<file path="src/hdl/arsf_defs.svh">
`ifndef ARSF_DEFS_SVH
`define ARSF_DEFS_SVH
// Behaviour
// - only last-result read clears data-ready
// - coincident last-result read: ready only if stored
// - other channel read never blocks ready
// - disabling one channel still stores others
// - status read clears global overrun, set wins
// - stored completion while ready sets global overrun
// - result read never blocks global overrun
// - disabling another channel never blocks channel/global overrun
// - status read clears channel overrun, set wins
// - result or last-result read clears done
// - disabled channel never raises done flag
// - channel read clears only its done

// ****************************************************************
// register byte offsets
// ****************************************************************
`define ARSF_OFS_CHEN    8'h10
`define ARSF_OFS_CHDIS   8'h14
`define ARSF_OFS_CHSTAT  8'h18
`define ARSF_OFS_STATUS  8'h1C
`define ARSF_OFS_LAST    8'h20
`define ARSF_OFS_IMASK   8'h24
`define ARSF_OFS_ISTAT   8'h28
`define ARSF_OFS_RES0    8'h30

// ****************************************************************
// field positions
// ****************************************************************
`define ARSF_ST_DONE_LSB 0
`define ARSF_ST_OVR_LSB  8
`define ARSF_ST_READY    16
`define ARSF_ST_GOVR     17
`define ARSF_LAST_CH_LSB 12
`define ARSF_EV_STORE    0
`define ARSF_EV_CHOVR    1
`define ARSF_EV_GOVR     2

// ****************************************************************
// reset values and answers
// ****************************************************************
`define ARSF_CHEN_RST    8'h00
`define ARSF_IMASK_RST   3'h0
`define ARSF_RESP_OKAY   2'h0
`define ARSF_RESP_SLVERR 2'h2
`endif

</file>
<file path="src/hdl/arsf_pkg.sv">
package arsf_pkg;
  // write request taken from the bus, one cycle
  typedef struct packed {
    logic        valid;
    logic [7:0]  addr;
    logic [31:0] data;
    logic [3:0]  strb;
  } arsf_wreq_t;
  // read request taken from the bus, one cycle
  typedef struct packed {
    logic       valid;
    logic [7:0] addr;
  } arsf_rreq_t;
  // end of conversion from the converter core
  typedef struct packed {
    logic       done;
    logic [2:0] chan;
    logic [9:0] data;
  } arsf_conv_t;
endpackage : arsf_pkg

</file>
<file path="src/hdl/arsf_axil.sv">
`timescale 1ns/10ps
// axi4-lite slave: one write and one read in flight, registered answers
module arsf_axil (
  // clock and reset
  input  wire logic               aclk,
  input  wire logic               aresetn,
  // write channels
  input  wire logic [7:0]         awaddr,
  input  wire logic               awvalid,
  output logic                    awready,
  input  wire logic [31:0]        wdata,
  input  wire logic [3:0]         wstrb,
  input  wire logic               wvalid,
  output logic                    wready,
  output logic [1:0]              bresp,
  output logic                    bvalid,
  input  wire logic               bready,
  // read channels
  input  wire logic [7:0]         araddr,
  input  wire logic               arvalid,
  output logic                    arready,
  output logic [31:0]             rdata,
  output logic [1:0]              rresp,
  output logic                    rvalid,
  input  wire logic               rready,
  // register side
  output arsf_pkg::arsf_wreq_t    wreq,
  input  wire logic               wr_err,
  output arsf_pkg::arsf_rreq_t    rreq,
  input  wire logic [31:0]        rd_data,
  input  wire logic               rd_err
);
  `include "arsf_defs.svh"

  // ****************************************************************
  // write path
  // ****************************************************************
  // address and data are taken together, none while a response waits
  assign awready = awvalid & wvalid & ~bvalid;
  assign wready  = awready;
  assign wreq    = '{valid: awready, addr: awaddr, data: wdata, strb: wstrb};

  // write response held until bready
  always_ff @(posedge aclk) begin
    if (!aresetn) begin
      bvalid <= 1'b0;
      bresp  <= `ARSF_RESP_OKAY;
    end else if (awready) begin
      bvalid <= 1'b1;
      bresp  <= wr_err ? `ARSF_RESP_SLVERR : `ARSF_RESP_OKAY;
    end else if (bready) begin
      bvalid <= 1'b0;
    end
  end

  // ****************************************************************
  // read path
  // ****************************************************************
  assign arready = ~rvalid;
  assign rreq    = '{valid: arvalid & ~rvalid, addr: araddr};

  // read data captured at the address edge, held until rready
  always_ff @(posedge aclk) begin
    if (!aresetn) begin
      rvalid <= 1'b0;
      rdata  <= 32'h0000_0000;
      rresp  <= `ARSF_RESP_OKAY;
    end else if (rreq.valid) begin
      rvalid <= 1'b1;
      rdata  <= rd_data;
      rresp  <= rd_err ? `ARSF_RESP_SLVERR : `ARSF_RESP_OKAY;
    end else if (rready) begin
      rvalid <= 1'b0;
    end
  end
endmodule : arsf_axil

</file>
<file path="src/hdl/arsf_irq.sv">
`timescale 1ns/10ps
// sticky event bits, write-one-to-clear, masked onto one level output
module arsf_irq #(
  parameter int NEV = 3
) (
  // clock and reset
  input  wire logic           aclk,
  input  wire logic           aresetn,
  // events and software access
  input  wire logic [NEV-1:0] event_in,
  input  wire logic           clr_wr,
  input  wire logic [NEV-1:0] clr_bits,
  input  wire logic           mask_wr,
  input  wire logic [NEV-1:0] mask_bits,
  // state and interrupt
  output logic [NEV-1:0]      status_reg,
  output logic [NEV-1:0]      mask_reg,
  output logic                irq
);
  `include "arsf_defs.svh"

  // sticky status, a new event wins over a clear
  always_ff @(posedge aclk) begin
    if (!aresetn) begin
      status_reg <= '0;
    end else begin
      status_reg <= (status_reg & ~(clr_wr ? clr_bits : '0)) | event_in;
    end
  end

  // mask register
  always_ff @(posedge aclk) begin
    if (!aresetn) begin
      mask_reg <= NEV'(`ARSF_IMASK_RST);
    end else if (mask_wr) begin
      mask_reg <= mask_bits;
    end
  end

  assign irq = |(status_reg & mask_reg);
endmodule : arsf_irq

</file>
<file path="src/hdl/arsf_flags.sv">
// Design decisions made here: the register offsets and register access over AXI4-Lite.
`timescale 1ns/10ps
// converter result registers and status flags behind an axi4-lite port
module arsf_flags #(
  parameter int NCH = 8,
  parameter int DW  = 10
) (
  // clock and reset
  input  wire logic          aclk,
  input  wire logic          aresetn,
  // axi4-lite write
  input  wire logic [7:0]    s_awaddr,
  input  wire logic          s_awvalid,
  output logic               s_awready,
  input  wire logic [31:0]   s_wdata,
  input  wire logic [3:0]    s_wstrb,
  input  wire logic          s_wvalid,
  output logic               s_wready,
  output logic [1:0]         s_bresp,
  output logic               s_bvalid,
  input  wire logic          s_bready,
  // axi4-lite read
  input  wire logic [7:0]    s_araddr,
  input  wire logic          s_arvalid,
  output logic               s_arready,
  output logic [31:0]        s_rdata,
  output logic [1:0]         s_rresp,
  output logic               s_rvalid,
  input  wire logic          s_rready,
  // converter core
  input  arsf_pkg::arsf_conv_t conv,
  output logic [NCH-1:0]     chan_enable,
  // interrupt
  output logic               irq
);
  `include "arsf_defs.svh"

  // ****************************************************************
  // bus slave
  // ****************************************************************
  arsf_pkg::arsf_wreq_t wreq;      // write taken this cycle
  arsf_pkg::arsf_rreq_t rreq;      // read taken this cycle
  logic [31:0]          rd_data;   // read mux
  logic                 rd_err;    // unmapped read
  logic                 wr_err;    // unmapped write

  arsf_axil u_axil (
    .aclk    (aclk),
    .aresetn (aresetn),
    .awaddr  (s_awaddr),
    .awvalid (s_awvalid),
    .awready (s_awready),
    .wdata   (s_wdata),
    .wstrb   (s_wstrb),
    .wvalid  (s_wvalid),
    .wready  (s_wready),
    .bresp   (s_bresp),
    .bvalid  (s_bvalid),
    .bready  (s_bready),
    .araddr  (s_araddr),
    .arvalid (s_arvalid),
    .arready (s_arready),
    .rdata   (s_rdata),
    .rresp   (s_rresp),
    .rvalid  (s_rvalid),
    .rready  (s_rready),
    .wreq    (wreq),
    .wr_err  (wr_err),
    .rreq    (rreq),
    .rd_data (rd_data),
    .rd_err  (rd_err)
  );

  // ****************************************************************
  // state
  // ****************************************************************
  logic [NCH-1:0]    chen_reg;    // channel enables
  logic [NCH-1:0]    done_reg;    // per-channel conversion done
  logic [NCH-1:0]    ovr_reg;     // per-channel overrun
  logic              ready_reg;   // data_ready_flag
  logic              govr_reg;    // global_overrun_flag
  logic [DW-1:0]     last_reg;    // last_result_register data
  logic [2:0]        lastch_reg;  // channel of last result
  logic [DW-1:0]     res_reg [NCH]; // channel_result_register array
  logic [2:0]        ev_status;   // interrupt status
  logic [2:0]        ev_mask;     // interrupt mask

  // ****************************************************************
  // decode of bus accesses
  // ****************************************************************
  logic [31:0]    wmask;       // byte-lane mask
  logic [31:0]    wbits;       // written data, lanes applied
  logic [NCH-1:0] en_now;      // enable written this cycle
  logic [NCH-1:0] dis_now;     // disable written this cycle
  logic           st_rd;       // status register read
  logic           last_rd;     // last-result register read
  logic [NCH-1:0] res_rd;      // per-channel result read
  logic           wr_map;      // write hits a writable register
  logic           rd_map;      // read hits a readable register

  assign wmask = {{8{wreq.strb[3]}}, {8{wreq.strb[2]}},
                  {8{wreq.strb[1]}}, {8{wreq.strb[0]}}};
  assign wbits = wreq.data & wmask;

  // write decode
  always_comb begin
    en_now  = '0;
    dis_now = '0;
    wr_map  = 1'b1;
    unique case (wreq.addr)
      `ARSF_OFS_CHEN:  en_now  = wbits[NCH-1:0];
      `ARSF_OFS_CHDIS: dis_now = wbits[NCH-1:0];
      `ARSF_OFS_IMASK: wr_map  = 1'b1;
      `ARSF_OFS_ISTAT: wr_map  = 1'b1;
      default:         wr_map  = 1'b0;
    endcase
    if (!wreq.valid) begin
      en_now  = '0;
      dis_now = '0;
    end
  end
  assign wr_err = ~wr_map;

  // read side effects come from the accepted read address
  assign st_rd   = rreq.valid && (rreq.addr == `ARSF_OFS_STATUS);
  assign last_rd = rreq.valid && (rreq.addr == `ARSF_OFS_LAST);

  // ****************************************************************
  // end of conversion
  // ****************************************************************
  logic [NCH-1:0] en_eff;     // enables, minus channels disabled now
  logic [NCH-1:0] hit;        // channel that completes and is stored
  logic           store;      // a result is stored this cycle
  logic           ovr_event;  // a channel overrun occurs now
  logic           govr_set;   // a new general overrun occurs now

  assign en_eff = chen_reg & ~dis_now;
  always_comb begin
    hit = '0;
    if (conv.done && 32'(conv.chan) < NCH) begin
      hit[conv.chan] = en_eff[conv.chan];
    end
  end
  assign store     = |hit;
  assign ovr_event = |(hit & done_reg);
  assign govr_set  = store & ready_reg;

  // ****************************************************************
  // channel enables
  // ****************************************************************
  // enable and disable writes are set/clear masks
  always_ff @(posedge aclk) begin
    if (!aresetn) begin
      chen_reg <= NCH'(`ARSF_CHEN_RST);
    end else begin
      chen_reg <= (chen_reg | en_now) & ~dis_now;
    end
  end
  assign chan_enable = chen_reg;

  // ****************************************************************
  // per-channel flags and results
  // ****************************************************************
  genvar gi;
  generate
    for (gi = 0; gi < NCH; gi++) begin : g_ch
      logic done_clr; // read clears this channel's done flag
      assign res_rd[gi] = rreq.valid &&
                          (rreq.addr == 8'(`ARSF_OFS_RES0 + 4 * gi));
      // own result read or last-result read naming this channel
      assign done_clr = res_rd[gi] || (last_rd && lastch_reg == 3'(gi));

      // done flag, set wins over a clear
      always_ff @(posedge aclk) begin
        if (!aresetn) begin
          done_reg[gi] <= 1'b0;
        end else begin
          done_reg[gi] <= (done_reg[gi] & ~done_clr) | hit[gi];
        end
      end

      // overrun flag, cleared by a status read, a new overrun wins
      always_ff @(posedge aclk) begin
        if (!aresetn) begin
          ovr_reg[gi] <= 1'b0;
        end else begin
          ovr_reg[gi] <= (ovr_reg[gi] & ~st_rd) | (hit[gi] & done_reg[gi]);
        end
      end

      // result register of this channel
      always_ff @(posedge aclk) begin
        if (!aresetn) begin
          res_reg[gi] <= '0;
        end else if (hit[gi]) begin
          res_reg[gi] <= conv.data;
        end
      end
    end
  endgenerate

  // ****************************************************************
  // global flags and last result
  // ****************************************************************
  // data ready: cleared only by the last-result read, store wins
  always_ff @(posedge aclk) begin
    if (!aresetn) begin
      ready_reg <= 1'b0;
    end else begin
      ready_reg <= (ready_reg & ~last_rd) | store;
    end
  end

  // global overrun: status read clears unless a new one occurs now
  always_ff @(posedge aclk) begin
    if (!aresetn) begin
      govr_reg <= 1'b0;
    end else begin
      govr_reg <= (govr_reg & ~st_rd) | govr_set;
    end
  end

  // last result and its channel
  always_ff @(posedge aclk) begin
    if (!aresetn) begin
      last_reg   <= '0;
      lastch_reg <= 3'h0;
    end else if (store) begin
      last_reg   <= conv.data;
      lastch_reg <= conv.chan;
    end
  end

  // ****************************************************************
  // interrupts
  // ****************************************************************
  arsf_irq #(.NEV(3)) u_irq (
    .aclk       (aclk),
    .aresetn    (aresetn),
    .event_in   ({govr_set, ovr_event, store}),
    .clr_wr     (wreq.valid && wreq.addr == `ARSF_OFS_ISTAT),
    .clr_bits   (wbits[2:0]),
    .mask_wr    (wreq.valid && wreq.addr == `ARSF_OFS_IMASK),
    .mask_bits  (wbits[2:0]),
    .status_reg (ev_status),
    .mask_reg   (ev_mask),
    .irq        (irq)
  );

  // ****************************************************************
  // read mux
  // ****************************************************************
  always_comb begin
    rd_data = 32'h0000_0000;
    rd_map  = 1'b1;
    unique case (rreq.addr)
      `ARSF_OFS_CHSTAT: rd_data[NCH-1:0] = chen_reg;
      `ARSF_OFS_STATUS: begin
        rd_data[`ARSF_ST_DONE_LSB +: NCH] = done_reg;
        rd_data[`ARSF_ST_OVR_LSB +: NCH]  = ovr_reg;
        rd_data[`ARSF_ST_READY]           = ready_reg;
        rd_data[`ARSF_ST_GOVR]            = govr_reg;
      end
      `ARSF_OFS_LAST: begin
        rd_data[DW-1:0]                    = last_reg;
        rd_data[`ARSF_LAST_CH_LSB +: 3]    = lastch_reg;
      end
      `ARSF_OFS_IMASK:  rd_data[2:0] = ev_mask;
      `ARSF_OFS_ISTAT:  rd_data[2:0] = ev_status;
      default: begin
        rd_map = 1'b0;
        for (int i = 0; i < NCH; i++) begin
          if (res_rd[i]) begin
            rd_data[DW-1:0] = res_reg[i];
            rd_map          = 1'b1;
          end
        end
      end
    endcase
  end
  assign rd_err = ~rd_map;
endmodule : arsf_flags

</file>
<file path="config.mk">
export PLATFORM = sky130hd
export DESIGN_NAME = arsf_flags
export DESIGN_NICKNAME = d
export VERILOG_FILES = /design/src/hdl/arsf_pkg.sv /design/src/hdl/arsf_axil.sv /design/src/hdl/arsf_irq.sv /design/src/hdl/arsf_flags.sv
export VERILOG_INCLUDE_DIRS = /design/src /design/src/hdl
export SDC_FILE = /design/constraint.sdc
export NUM_CORES = 1
export LEC_CHECK = 0
export BUFFER_PORTS_ARGS = -buffer_cell sky130_fd_sc_hd__clkbuf_2
export CAP_MARGIN = 20
export CORE_ASPECT_RATIO = 0.7
export CORE_UTILIZATION = 30
export CTS_CLUSTER_DIAMETER = 80
export DETAILED_ROUTE_END_ITERATION = 12
export SLEW_MARGIN = 5
export SYNTH_ARGS = -nofsm -noshare
export SYNTH_HDL_FRONTEND = slang
export SYNTH_SLANG_ARGS = --single-unit
</file>
<file path="constraint.sdc">
create_clock -name aclk -period 2.63 [get_ports aclk]
set_input_delay 0.3945 -clock aclk [delete_from_list [all_inputs] [get_ports aclk]]
set_output_delay 0.3945 -clock aclk [all_outputs]
set_load 0.05 [all_outputs]
</file>
==> impl_metrics.py, run 1 <==
metrics = {
    "yosys": {
        "netlist_instances": 715,
        "synth_top_area_frac": 0.335,
        "synth.distinct_cells": 71,
        "synthAdderAreaFrac": 0,
        "synth_xor_area_frac": 0,
        "avgSynthCellArea_sq_um": 10.0,
        "synth_compound_area_frac": 0.170,
        "synth_ff_type": "edfxtp_1",
        "ys_seq_elements": 147,
        "yosysSeqAreaShare": 0.522,
        "synth_top_family_by_area": "simple AND/OR/NAND/NOR gates",
        "post-synth-top-area-cell": "edfxtp_1",
        "synth-async-reset-ratio": 0,
        "netlist_area_sq_um": 7170,
        "yosys-mux-area-fraction": 0.0309,
        "ys_warn_count": 0,
        "synth.area.top_cells": "edfxtp_1 33%, dfxtp_1 19%, and3_1 5.3%",
        "synth-simple-area-share": 0.222,
        "synth_edf_count": 80,
    },
    "setup_path": {
        "crit_type": "flop to flop",
        "critPathArrivalTime_ns": 2.59,
        "r2r-end": "res_reg[1][30]$_SDFFCE_PN0P_",
        "r2r_start": "u_axil.bvalid$_SDFFE_PN0P_",
        "crit_fanout": 11,
        "rrSetupSlack_ns": 0.17,
        "worstPathRequired_ns": 2.76,
        "setup.worst_path.start_class": "flop",
        "rr_worst_depth": 8,
        "end_kind": "flop",
    },
    "hold_path": {
        "min_to": "chan_enable[3]$_SDFF_PN0_",
        "min_from": "s_wdata[3]",
        "hold_depth": 2,
        "hold_path.class": "input port to flop",
    },
    "global_routing": {
        "overflow": 0,
        "grt_pass1_vias": 5804,
        "use_met2": 0.260,
        "top_usage_layer": "met1",
        "grtUsageTotal": 0.200,
        "grt_antenna_before_repair": 0,
        "use_met1": 0.312,
        "grt_max_degree": 64,
        "grt_util_met3": 0.0596,
        "grt_pass1_wl_um": 36600,
    },
    "detailed_routing": {
        "viasPerCell": 5.45,
        "wirelength_um": 24300,
        "num_vias": 6319,
        "drtIter0Drc": 783,
        "dr.pass1.iters": 5,
        "detail_route.wl_per_cell_um": 20.9,
        "ant_nets": 0,
        "drc_errors": 0,
    },
    "sta": {
        "skew_ns": 0.0124,
        "grt_setup_unrepaired": "no",
        "fin_ws_ns": 0.174,
        "max_freq_mhz": 407,
        "maxSlewHeadroom": 0.429,
        "finalCriticalPeriod_ns": 2.46,
        "finalCritPeriodShare": 0.934,
        "worst_pin_slew_ns": 0.854,
        "finalHoldViolations": 0,
        "final_max_slew_viol_count": 0,
        "finalSetupViolCount": 0,
    },
    "die": {
        "start_util": 0.312,
        "die_area_sq_um": 24500,
        "rows": 46,
        "die_x_um": 187,
        "die_h_um": 131,
        "core_sq_um": 23000,
        "ios": 123,
    },
    "pwr": {
        "totalPowerFinal_uw": 5570,
        "power_leakage_uw": 0.00353,
        "ir_drop_mv": 0.472,
        "power.density_nw_per_um2": 628,
    },
    "place": {
        "preCtsSetupSlack_ns": -0.225,
        "port_buffers": 79,
        "finalWeightedCongestion": 0.914,
        "dp_hpwl_um": 17800,
    },
    "clock_network": {
        "cts_buffers": 17,
        "cts_root_buf": "clkbuf_16",
        "clk_path_buf_depth": 2,
        "htree_levels": 4,
        "cts-hold-fix-buffers": 0,
        "clk_latency_ns": 0.44,
        "cts_tree": "built",
        "cts.sink_count": 147,
        "path_clk_slew_ns": 0.07,
    },
    "cells_and_area": {
        "synthToLayoutAreaGrowth_pct": 23.7,
        "drive_gt1_frac": 0.242,
        "antenna_cells": 0,
        "final_net_count": 907,
        "mostFrequentLayoutCells": "80 x clkbuf_2, 80 x edfxtp_1, 69 x nand2_1, 69 x nor2_1, 66 x dfxtp_1",
        "largest_register_ffs": 80,
        "fill_cells": 2314,
    },
    "job": {
        "cap_viol_max_count": 0,
    },
    "outcome": {
        "outcome": "finished clean",
    },
}
## logic make-up after synthesis
family                 count (synthesis)
multiplexers                          19
buffers and inverters                 70
other                                  1
AND/OR/NAND/NOR                      299
flip-flops                           147
AO/OA/AOI/OAI                        179
## synthesized netlist by cell type (6+ instances only)
cell,instances
a211oi_1,6
a21oi_1,34
a221oi_1,6
a22oi_1,18
a31oi_1,7
and3_1,61
buf_4,20
buf_6,6
clkbuf_1,27
dfxtp_1,67
edfxtp_1,80
inv_1,6
mux2i_1,12
nand2_1,69
nand2b_1,10
nand3_1,23
nand3b_1,9
nor2_1,69
nor3_1,10
o21ai_0,33
o21ai_1,15
o22ai_1,7
o2bb2ai_1,7
or3_1,6
## critical path, cell delays in order, from the launching register on
cell and delay (ns):
dfxtp_2 0.35, and4b_2 0.32, a41oi_1 0.27, a311oi_2 0.10, buf_4 0.16, nor3b_1 0.23
nand4b_1 0.28, o21ai_1 0.22, buf_4 0.23
## metrics by stage
stage	hold WS [ns]	util	instances	TNS [ns]	cell area, sq um
2_1_floorplan	0.416	-	730	0	7240
3_3_place_gp	0.432	0.360	1126	-6.10	8290
3_5_place_dp	0.437	0.360	1126	-14.49	8290
4_1_cts	0.157	0.385	1158	0	8860
5_1_grt	0.167	0.385	1159	0	8870
6_report	0.163	0.385	1159	0	8870
## repair_timing
action / CTS / global route
endpoints found under the setup margin: 0 / 28
gates resized for setup: 0 / 1
setup buffers: 0 / 0
## area by class of cell
class                   instances  area, sq um  area share
flip-flops and latches        147         3740       0.422
repair buffers                147         1010       0.113
inverters                       8         30.0     0.00338
well taps                     312          390      0.0440
clock buffers                  20          459      0.0518
clock inverters                12          119      0.0134
multi-input cells             513         3120       0.352
## report_power, final
part | internal, uW | leakage (uW) | switching [uW] | total (uW)
registers | 2490 | 0.00140 | 42.8 | 2530
clock network | 1380 | 0.000287 | 1030 | 2420
logic | 188 | 0.00183 | 436 | 624
## layer usage
metal / up-vias / share of wire / wire (um)
met5: - / 0 / 0
met4: 0 / 0.0093 / 226
met3: 19 / 0.12 / 2840
met2: 346 / 0.39 / 9360
met1: 3028 / 0.49 / 11800
li1: 2926 / - / -
## worst max path at each step
| stage | cells after the start | from | endpoint |
|---|---|---|---|
| floorplan | 8 | u_axil.bvalid$_SDFFE_PN0P_ | res_reg[1][20]$_SDFFCE_PN0P_ |
| global placement | 10 | s_awaddr[5] | res_reg[0][28]$_SDFFCE_PN0P_ |
| detailed placement | 10 | s_awaddr[5] | res_reg[0][24]$_SDFFCE_PN0P_ |
| CTS | 8 | u_axil.bvalid$_SDFFE_PN0P_ | res_reg[1][5]$_SDFFCE_PN0P_ |
| global route | 7 | u_axil.bvalid$_SDFFE_PN0P_ | res_reg[0][31]$_SDFFCE_PN0P_ |
| finish | 8 | u_axil.bvalid$_SDFFE_PN0P_ | res_reg[1][30]$_SDFFCE_PN0P_ |
No activity file was read; power rests on OpenSTA's default activity.
==> inputs of run 2 (changes only) <==
--- a/config.mk
+++ b/config.mk
@@ -9,9 +9,11 @@
 export BUFFER_PORTS_ARGS = -buffer_cell sky130_fd_sc_hd__clkbuf_2
 export CAP_MARGIN = 20
 export CORE_ASPECT_RATIO = 0.7
-export CORE_UTILIZATION = 30
+export CORE_MARGIN = 1
+export CORE_UTILIZATION = 45
 export CTS_CLUSTER_DIAMETER = 80
 export DETAILED_ROUTE_END_ITERATION = 12
+export PLACE_DENSITY = 0.69
 export SLEW_MARGIN = 5
 export SYNTH_ARGS = -nofsm -noshare
 export SYNTH_HDL_FRONTEND = slang
==> run 2 against run 1 <==
Net effect:
- first-iteration DRC count up 7.4%
- clock-buffer cell count down 1
- register-to-register slack worse by 0.13 ns
- critical path depth down 1
- die area down 33%
- worst setup slack worse by 0.13 ns
- sequential cell count unchanged
- final cell count down 10%
- sequential power about the same
==> impl_metrics.py, run 2 (same netlist as run 1, synthesis figures left out) <==
metrics = {
    "setup_path": {
        "crit_cells": 7,
        "end_kind": "flop",
        "rr_worst_depth": 7,
        "rrSetupSlack_ns": 0.04,
        "crit_family": "simple AND/OR/NAND/NOR gates",
        "cp-startpoint": "u_axil.bvalid$_SDFFE_PN0P_",
        "crit_type": "flop to flop",
        "crit_chain": "and4b_2 -> a41oi_1 -> a2bb2oi_1 -> nor3b_1 -> nand4b_1 -> o21ai_1 -> buf_4",
        "r2r-end": "res_reg[1][31]$_SDFFCE_PN0P_",
        "worstPathRequired_ns": 2.76,
        "crit_end": "res_reg[1][31]$_SDFFCE_PN0P_",
        "max_stage_delay_ns": 0.35,
        "r2r_start": "u_axil.bvalid$_SDFFE_PN0P_",
        "setup.worst_path.start_class": "flop",
        "worst-path-buf-inv": 1,
        "crit_fanout": 11,
        "slowest_stage": "dfxtp_2",
        "critPathArrivalTime_ns": 2.72,
    },
    "sta": {
        "max_freq_mhz": 386,
        "holdWs_ns": 0.176,
        "skew_ns": 0.00867,
        "finalCriticalPeriod_ns": 2.59,
        "finalHoldViolations": 0,
        "final_max_slew_viol_count": 0,
        "worst_pin_slew_ns": 0.853,
        "maxSlewHeadroom": 0.429,
        "finalSetupViolCount": 0,
        "finalCritPeriodShare": 0.984,
    },
    "clock_network": {
        "clk_latency_ns": 0.43,
        "cts.sink_count": 147,
        "htree_levels": 4,
        "clk_path_buf_depth": 2,
        "cts_buffers": 17,
        "path_clk_slew_ns": 0.06,
        "cts-hold-fix-buffers": 0,
        "cts_tree": "built",
        "cts_root_buf": "clkbuf_16",
    },
    "die": {
        "core_sq_um": 15500,
        "die_h_um": 108,
        "die_x_um": 153,
        "ios": 123,
        "rows": 38,
        "start_util": 0.461,
        "die_area_sq_um": 16500,
    },
    "cells_and_area": {
        "fill_cells": 1372,
        "multiInputGateArea_sq_um": 3120,
        "final_area_sq_um": 8670,
        "final_net_count": 900,
        "mostFrequentLayoutCells": "80 x edfxtp_1, 79 x clkbuf_2, 69 x nand2_1, 69 x nor2_1, 66 x dfxtp_1",
        "stdcell_count": 1040,
        "final_common_cell": "edfxtp_1",
        "largest_register_ffs": 80,
        "synthToLayoutAreaGrowth_pct": 20.9,
        "antenna_cells": 0,
        "final-seq-area_sq_um": 3740,
        "drive_gt1_frac": 0.236,
    },
    "pwr": {
        "power_leakage_uw": 0.00349,
        "totalPowerFinal_uw": 5640,
        "power_frac_seq": 0.448,
        "p_sw_uw": 1480,
        "swShare": 0.263,
        "power.clock.fraction": 0.443,
        "power.density_nw_per_um2": 650,
        "p_int_uw": 4160,
        "ir_drop_mv": 0.505,
        "p_comb_frac": 0.109,
    },
    "place": {
        "port_buffers": 79,
        "dp_hpwl_um": 17300,
        "placed_cells": 1006,
        "place_area_sq_um": 8050,
        "finalWeightedCongestion": 0.969,
    },
    "outcome": {
        "outcome": "finished clean",
    },
    "detailed_routing": {
        "drtIter0Drc": 841,
        "wirelength_um": 23500,
        "detail_route.wl_per_cell_um": 22.6,
        "dr.pass1.iters": 5,
        "drc_errors": 0,
        "viasPerCell": 6.32,
        "ant_nets": 0,
        "num_vias": 6577,
    },
    "global_routing": {
        "grt_pass1_vias": 5908,
        "grt_pass1_wl_um": 35300,
        "grtUsageTotal": 0.292,
        "grt_max_degree": 64,
        "overflow": 0,
        "grt_antenna_before_repair": 1,
    },
    "job": {
        "cap_viol_max_count": 0,
    },
    "hold_path": {
        "hold_path.class": "input port to flop",
    },
}
## run 2: cell types whose count changed in the layout (fill, tap and decap cells not counted), moves of 2 or more
cell / before / now
buf_4: 60 / 56
buf_12: 8 / 5
clkinv_4: 2 / 4
inv_4: 2 / 0
## run 2: worst min-delay path by stage
stage	start	endpoint	slack (ns)	cells after the start
floorplan	ovr_reg[1]$_SDFF_PN0_	ovr_reg[1]$_SDFF_PN0_	0.42	2
global route	s_wdata[6]	chan_enable[6]$_SDFF_PN0_	0.18	2
detailed placement	ovr_reg[1]$_SDFF_PN0_	ovr_reg[1]$_SDFF_PN0_	0.44	2
CTS	s_wdata[3]	chan_enable[3]$_SDFF_PN0_	0.17	2
finish	s_wdata[3]	chan_enable[3]$_SDFF_PN0_	0.18	2
global placement	ovr_reg[1]$_SDFF_PN0_	ovr_reg[1]$_SDFF_PN0_	0.43	2
## run 2: worst register-to-register path, stage by stage (launching register included)
cell	delay, ns
dfxtp_2	0.35
and4b_2	0.32
a41oi_1	0.26
a2bb2oi_1	0.32
nor3b_1	0.27
nand4b_1	0.30
o21ai_1	0.23
buf_4	0.24
## run 2: layout make-up
| type | instances | share of cell area |
|---|---|---|
| tap | 200 | 0.0288 |
| inverter | 8 | 0.00346 |
| sequential | 147 | 0.432 |
| timing repair buffer | 140 | 0.106 |
| multi-input combinational | 513 | 0.360 |
| clock buffer | 19 | 0.0535 |
| clock inverter | 13 | 0.0169 |
## run 2: layer usage
layer / up-vias / GRT usage / part of all wire
met4: 2 / 0.0563 / 0.011
met3: 29 / 0.0737 / 0.13
met5: - / 0 / 0.00051
met1: 3213 / 0.453 / 0.45
li1: 2902 / - / -
met2: 431 / 0.403 / 0.41
## run 2: timing repair
item / in CTS / in global routing
setup endpoints to repair: 84 / 83
pin swaps: 0 / 0
buffers inserted: 2 / 0
resized for setup: 0 / 1
## run 2: through the flow
step,util,setup TNS (ns),setup slack (ns)
after floorplan,-,0,0.0462
after global placement,0.518,-8.97,-0.153
after detailed placement,0.518,-28.32,-0.301
after CTS,0.558,0,0.0781
after global routing,0.558,-0.0226,-0.00822
final,0.558,0,0.0415
## run 2: power groups by stage
stage          registers, uW  clock network [uW]  logic [uW]
2_1_floorplan           2630                   0         314
3_3_place_gp            2570                   0         586
3_5_place_dp            2580                   0         596
4_1_cts                 2530                2520         603
5_1_grt                 2540                2610         645
6_report                2530                2500         616
==> inputs of run 3 (changes only) <==
--- a/config.mk
+++ b/config.mk
@@ -11,6 +11,7 @@
 export CORE_ASPECT_RATIO = 0.7
 export CORE_MARGIN = 1
 export CORE_UTILIZATION = 45
+export CTS_BUF_LIST = sky130_fd_sc_hd__clkbuf_16
 export CTS_CLUSTER_DIAMETER = 80
 export DETAILED_ROUTE_END_ITERATION = 12
 export PLACE_DENSITY = 0.69
==> run 3 against run 2 <==
Net effect:
- register-to-register slack gained 0.03 ns
- first-iteration DRC count up 6.3%
- clock power barely moved
- critical endpoint unchanged
- largest power group unchanged
==> impl_metrics.py, run 3 (same netlist as run 1, synthesis figures left out) <==
metrics = {
    "cells_and_area": {
        "synthToLayoutAreaGrowth_pct": 20.8,
        "antenna_cells": 0,
        "final_area_sq_um": 8660,
        "final_core_util": 0.557,
        "largest_register_ffs": 80,
        "final_common_cell": "edfxtp_1",
        "mostFrequentLayoutCells": "80 x edfxtp_1, 79 x clkbuf_2, 69 x nand2_1, 69 x nor2_1, 66 x dfxtp_1",
        "final_net_count": 900,
        "drive_gt1_frac": 0.235,
    },
    "detailed_routing": {
        "dr.pass1.iters": 5,
        "detail_route.wl_per_cell_um": 22.6,
        "drtIter0Drc": 894,
        "drc_errors": 0,
        "ant_nets": 0,
        "viasPerCell": 6.27,
        "wirelength_um": 23500,
        "num_vias": 6524,
    },
    "clock_network": {
        "clk_path_buf_depth": 2,
        "clk_latency_ns": 0.43,
        "cts_root_buf": "clkbuf_16",
        "path_clk_slew_ns": 0.06,
        "cts.sink_count": 147,
        "cts_buffers": 17,
        "cts_tree": "built",
        "htree_levels": 4,
    },
    "sta": {
        "skew_ns": 0.00854,
        "finalSetupViolCount": 0,
        "finalHoldViolations": 0,
        "finalCritPeriodShare": 0.973,
        "worst_pin_slew_ns": 0.845,
        "holdWs_ns": 0.177,
        "max_freq_mhz": 391,
        "finalCriticalPeriod_ns": 2.56,
        "maxSlewHeadroom": 0.434,
        "final_max_slew_viol_count": 0,
    },
    "die": {
        "core_sq_um": 15500,
        "ios": 123,
        "start_util": 0.461,
        "die_area_sq_um": 16500,
        "die_h_um": 108,
        "die_x_um": 153,
        "rows": 38,
    },
    "hold_path": {
        "hold_depth": 2,
        "min_from": "s_wdata[3]",
        "hold_path.class": "input port to flop",
        "min_to": "chan_enable[3]$_SDFF_PN0_",
    },
    "setup_path": {
        "r2r-end": "res_reg[1][31]$_SDFFCE_PN0P_",
        "max_stage_delay_ns": 0.35,
        "slowest_stage": "dfxtp_2",
        "r2r_start": "u_axil.bvalid$_SDFFE_PN0P_",
        "setup.worst_path.start_class": "flop",
        "crit_type": "flop to flop",
        "worstPathRequired_ns": 2.76,
        "rr_worst_depth": 7,
        "critPathArrivalTime_ns": 2.69,
        "crit_fanout": 11,
        "rrSetupSlack_ns": 0.07,
        "end_kind": "flop",
        "crit_chain": "and4b_2 -> a41oi_1 -> a2bb2oi_1 -> nor3b_1 -> nand4b_1 -> o21ai_1 -> buf_4",
    },
    "pwr": {
        "p_int_uw": 4130,
        "p_comb_frac": 0.109,
        "power.density_nw_per_um2": 648,
        "swShare": 0.265,
        "power.clock.fraction": 0.440,
        "power_leakage_uw": 0.00349,
        "power_frac_seq": 0.450,
        "p_sw_uw": 1490,
        "ir_drop_mv": 0.509,
        "totalPowerFinal_uw": 5620,
    },
    "place": {
        "port_buffers": 79,
        "place_area_sq_um": 8050,
        "dp_hpwl_um": 17300,
        "finalWeightedCongestion": 0.969,
    },
    "global_routing": {
        "grt_antenna_before_repair": 1,
        "grt_pass1_wl_um": 35300,
        "grt_pass1_vias": 5906,
        "overflow": 0,
        "grt_max_degree": 64,
        "grtUsageTotal": 0.292,
    },
    "outcome": {
        "outcome": "finished clean",
    },
    "job": {
        "cap_viol_max_count": 0,
    },
}
run 3: cell count changes in the layout (fill, tap and decap cells not counted):
cell and change:
clkinv_1 +1, clkbuf_8 -1
run 3: how the worst max path moves through the flow:
stage                          startpoint                      endpoint  slack, ns  cells after the start
6_report       u_axil.bvalid$_SDFFE_PN0P_  res_reg[1][31]$_SDFFCE_PN0P_       0.07                      7
5_1_grt        u_axil.bvalid$_SDFFE_PN0P_  res_reg[1][18]$_SDFFCE_PN0P_     -0.008                      7
4_1_cts        u_axil.bvalid$_SDFFE_PN0P_   res_reg[0][9]$_SDFFCE_PN0P_       0.08                      8
3_5_place_dp                  s_awaddr[4]  res_reg[0][24]$_SDFFCE_PN0P_      -0.30                     10
3_3_place_gp                  s_awaddr[4]  res_reg[0][28]$_SDFFCE_PN0P_      -0.15                     10
2_1_floorplan  u_axil.bvalid$_SDFFE_PN0P_  res_reg[1][20]$_SDFFCE_PN0P_       0.05                      8
run 3: final cells by class:
class / instances / area, sq um
fill: 1371 / 6880
clock inverter: 14 / 150
sequential: 147 / 3740
tap: 200 / 250
inverter: 8 / 30.0
multi-input combinational: 513 / 3120
timing repair buffer: 140 / 916
clock buffer: 18 / 450
run 3: metrics by stage:
stage          setup TNS, ns  std cells  worst slack (ns)
2_1_floorplan              0        730            0.0462
5_1_grt              -0.0284       1040          -0.00822
4_1_cts                    0       1040            0.0781
3_5_place_dp          -28.32       1006            -0.301
3_3_place_gp           -8.97       1006            -0.153
6_report                   0       1040            0.0699
run 3: layer usage:
metal  global-route usage  wire, um  vias to the layer above
met1                0.453     10800                     3173
li1                     -         -                     2905
met5                    0        13                        -
met3               0.0737      2880                       30
met4               0.0563       277                        2
met2                0.403      9560                      414
run 3: critical path, delay by kind of cell, from the launching register on:
kind                   cells  cell delay, ns
buffers and inverters      1            0.23
flip-flops                 1            0.35
AND/OR/NAND/NOR            3            0.87
AO/OA/AOI/OAI              3            0.80
run 3: what timing repair did:
| item | in CTS | in global routing |
|---|---|---|
| setup buffers | 2 | 0 |
| gates resized for setup | 0 | 1 |
| pin swaps | 0 | 0 |
| setup endpoints to repair | 84 | 83 |
| hold buffers | 0 | 0 |
run 3: power groups by stage:
stage	Sequential (uW)	Clock [uW]	Combinational [uW]
after detailed placement	2580	0	596
after global placement	2570	0	586
after CTS	2530	2490	603
final	2530	2470	615
after global routing	2540	2580	645
after floorplan	2630	0	314
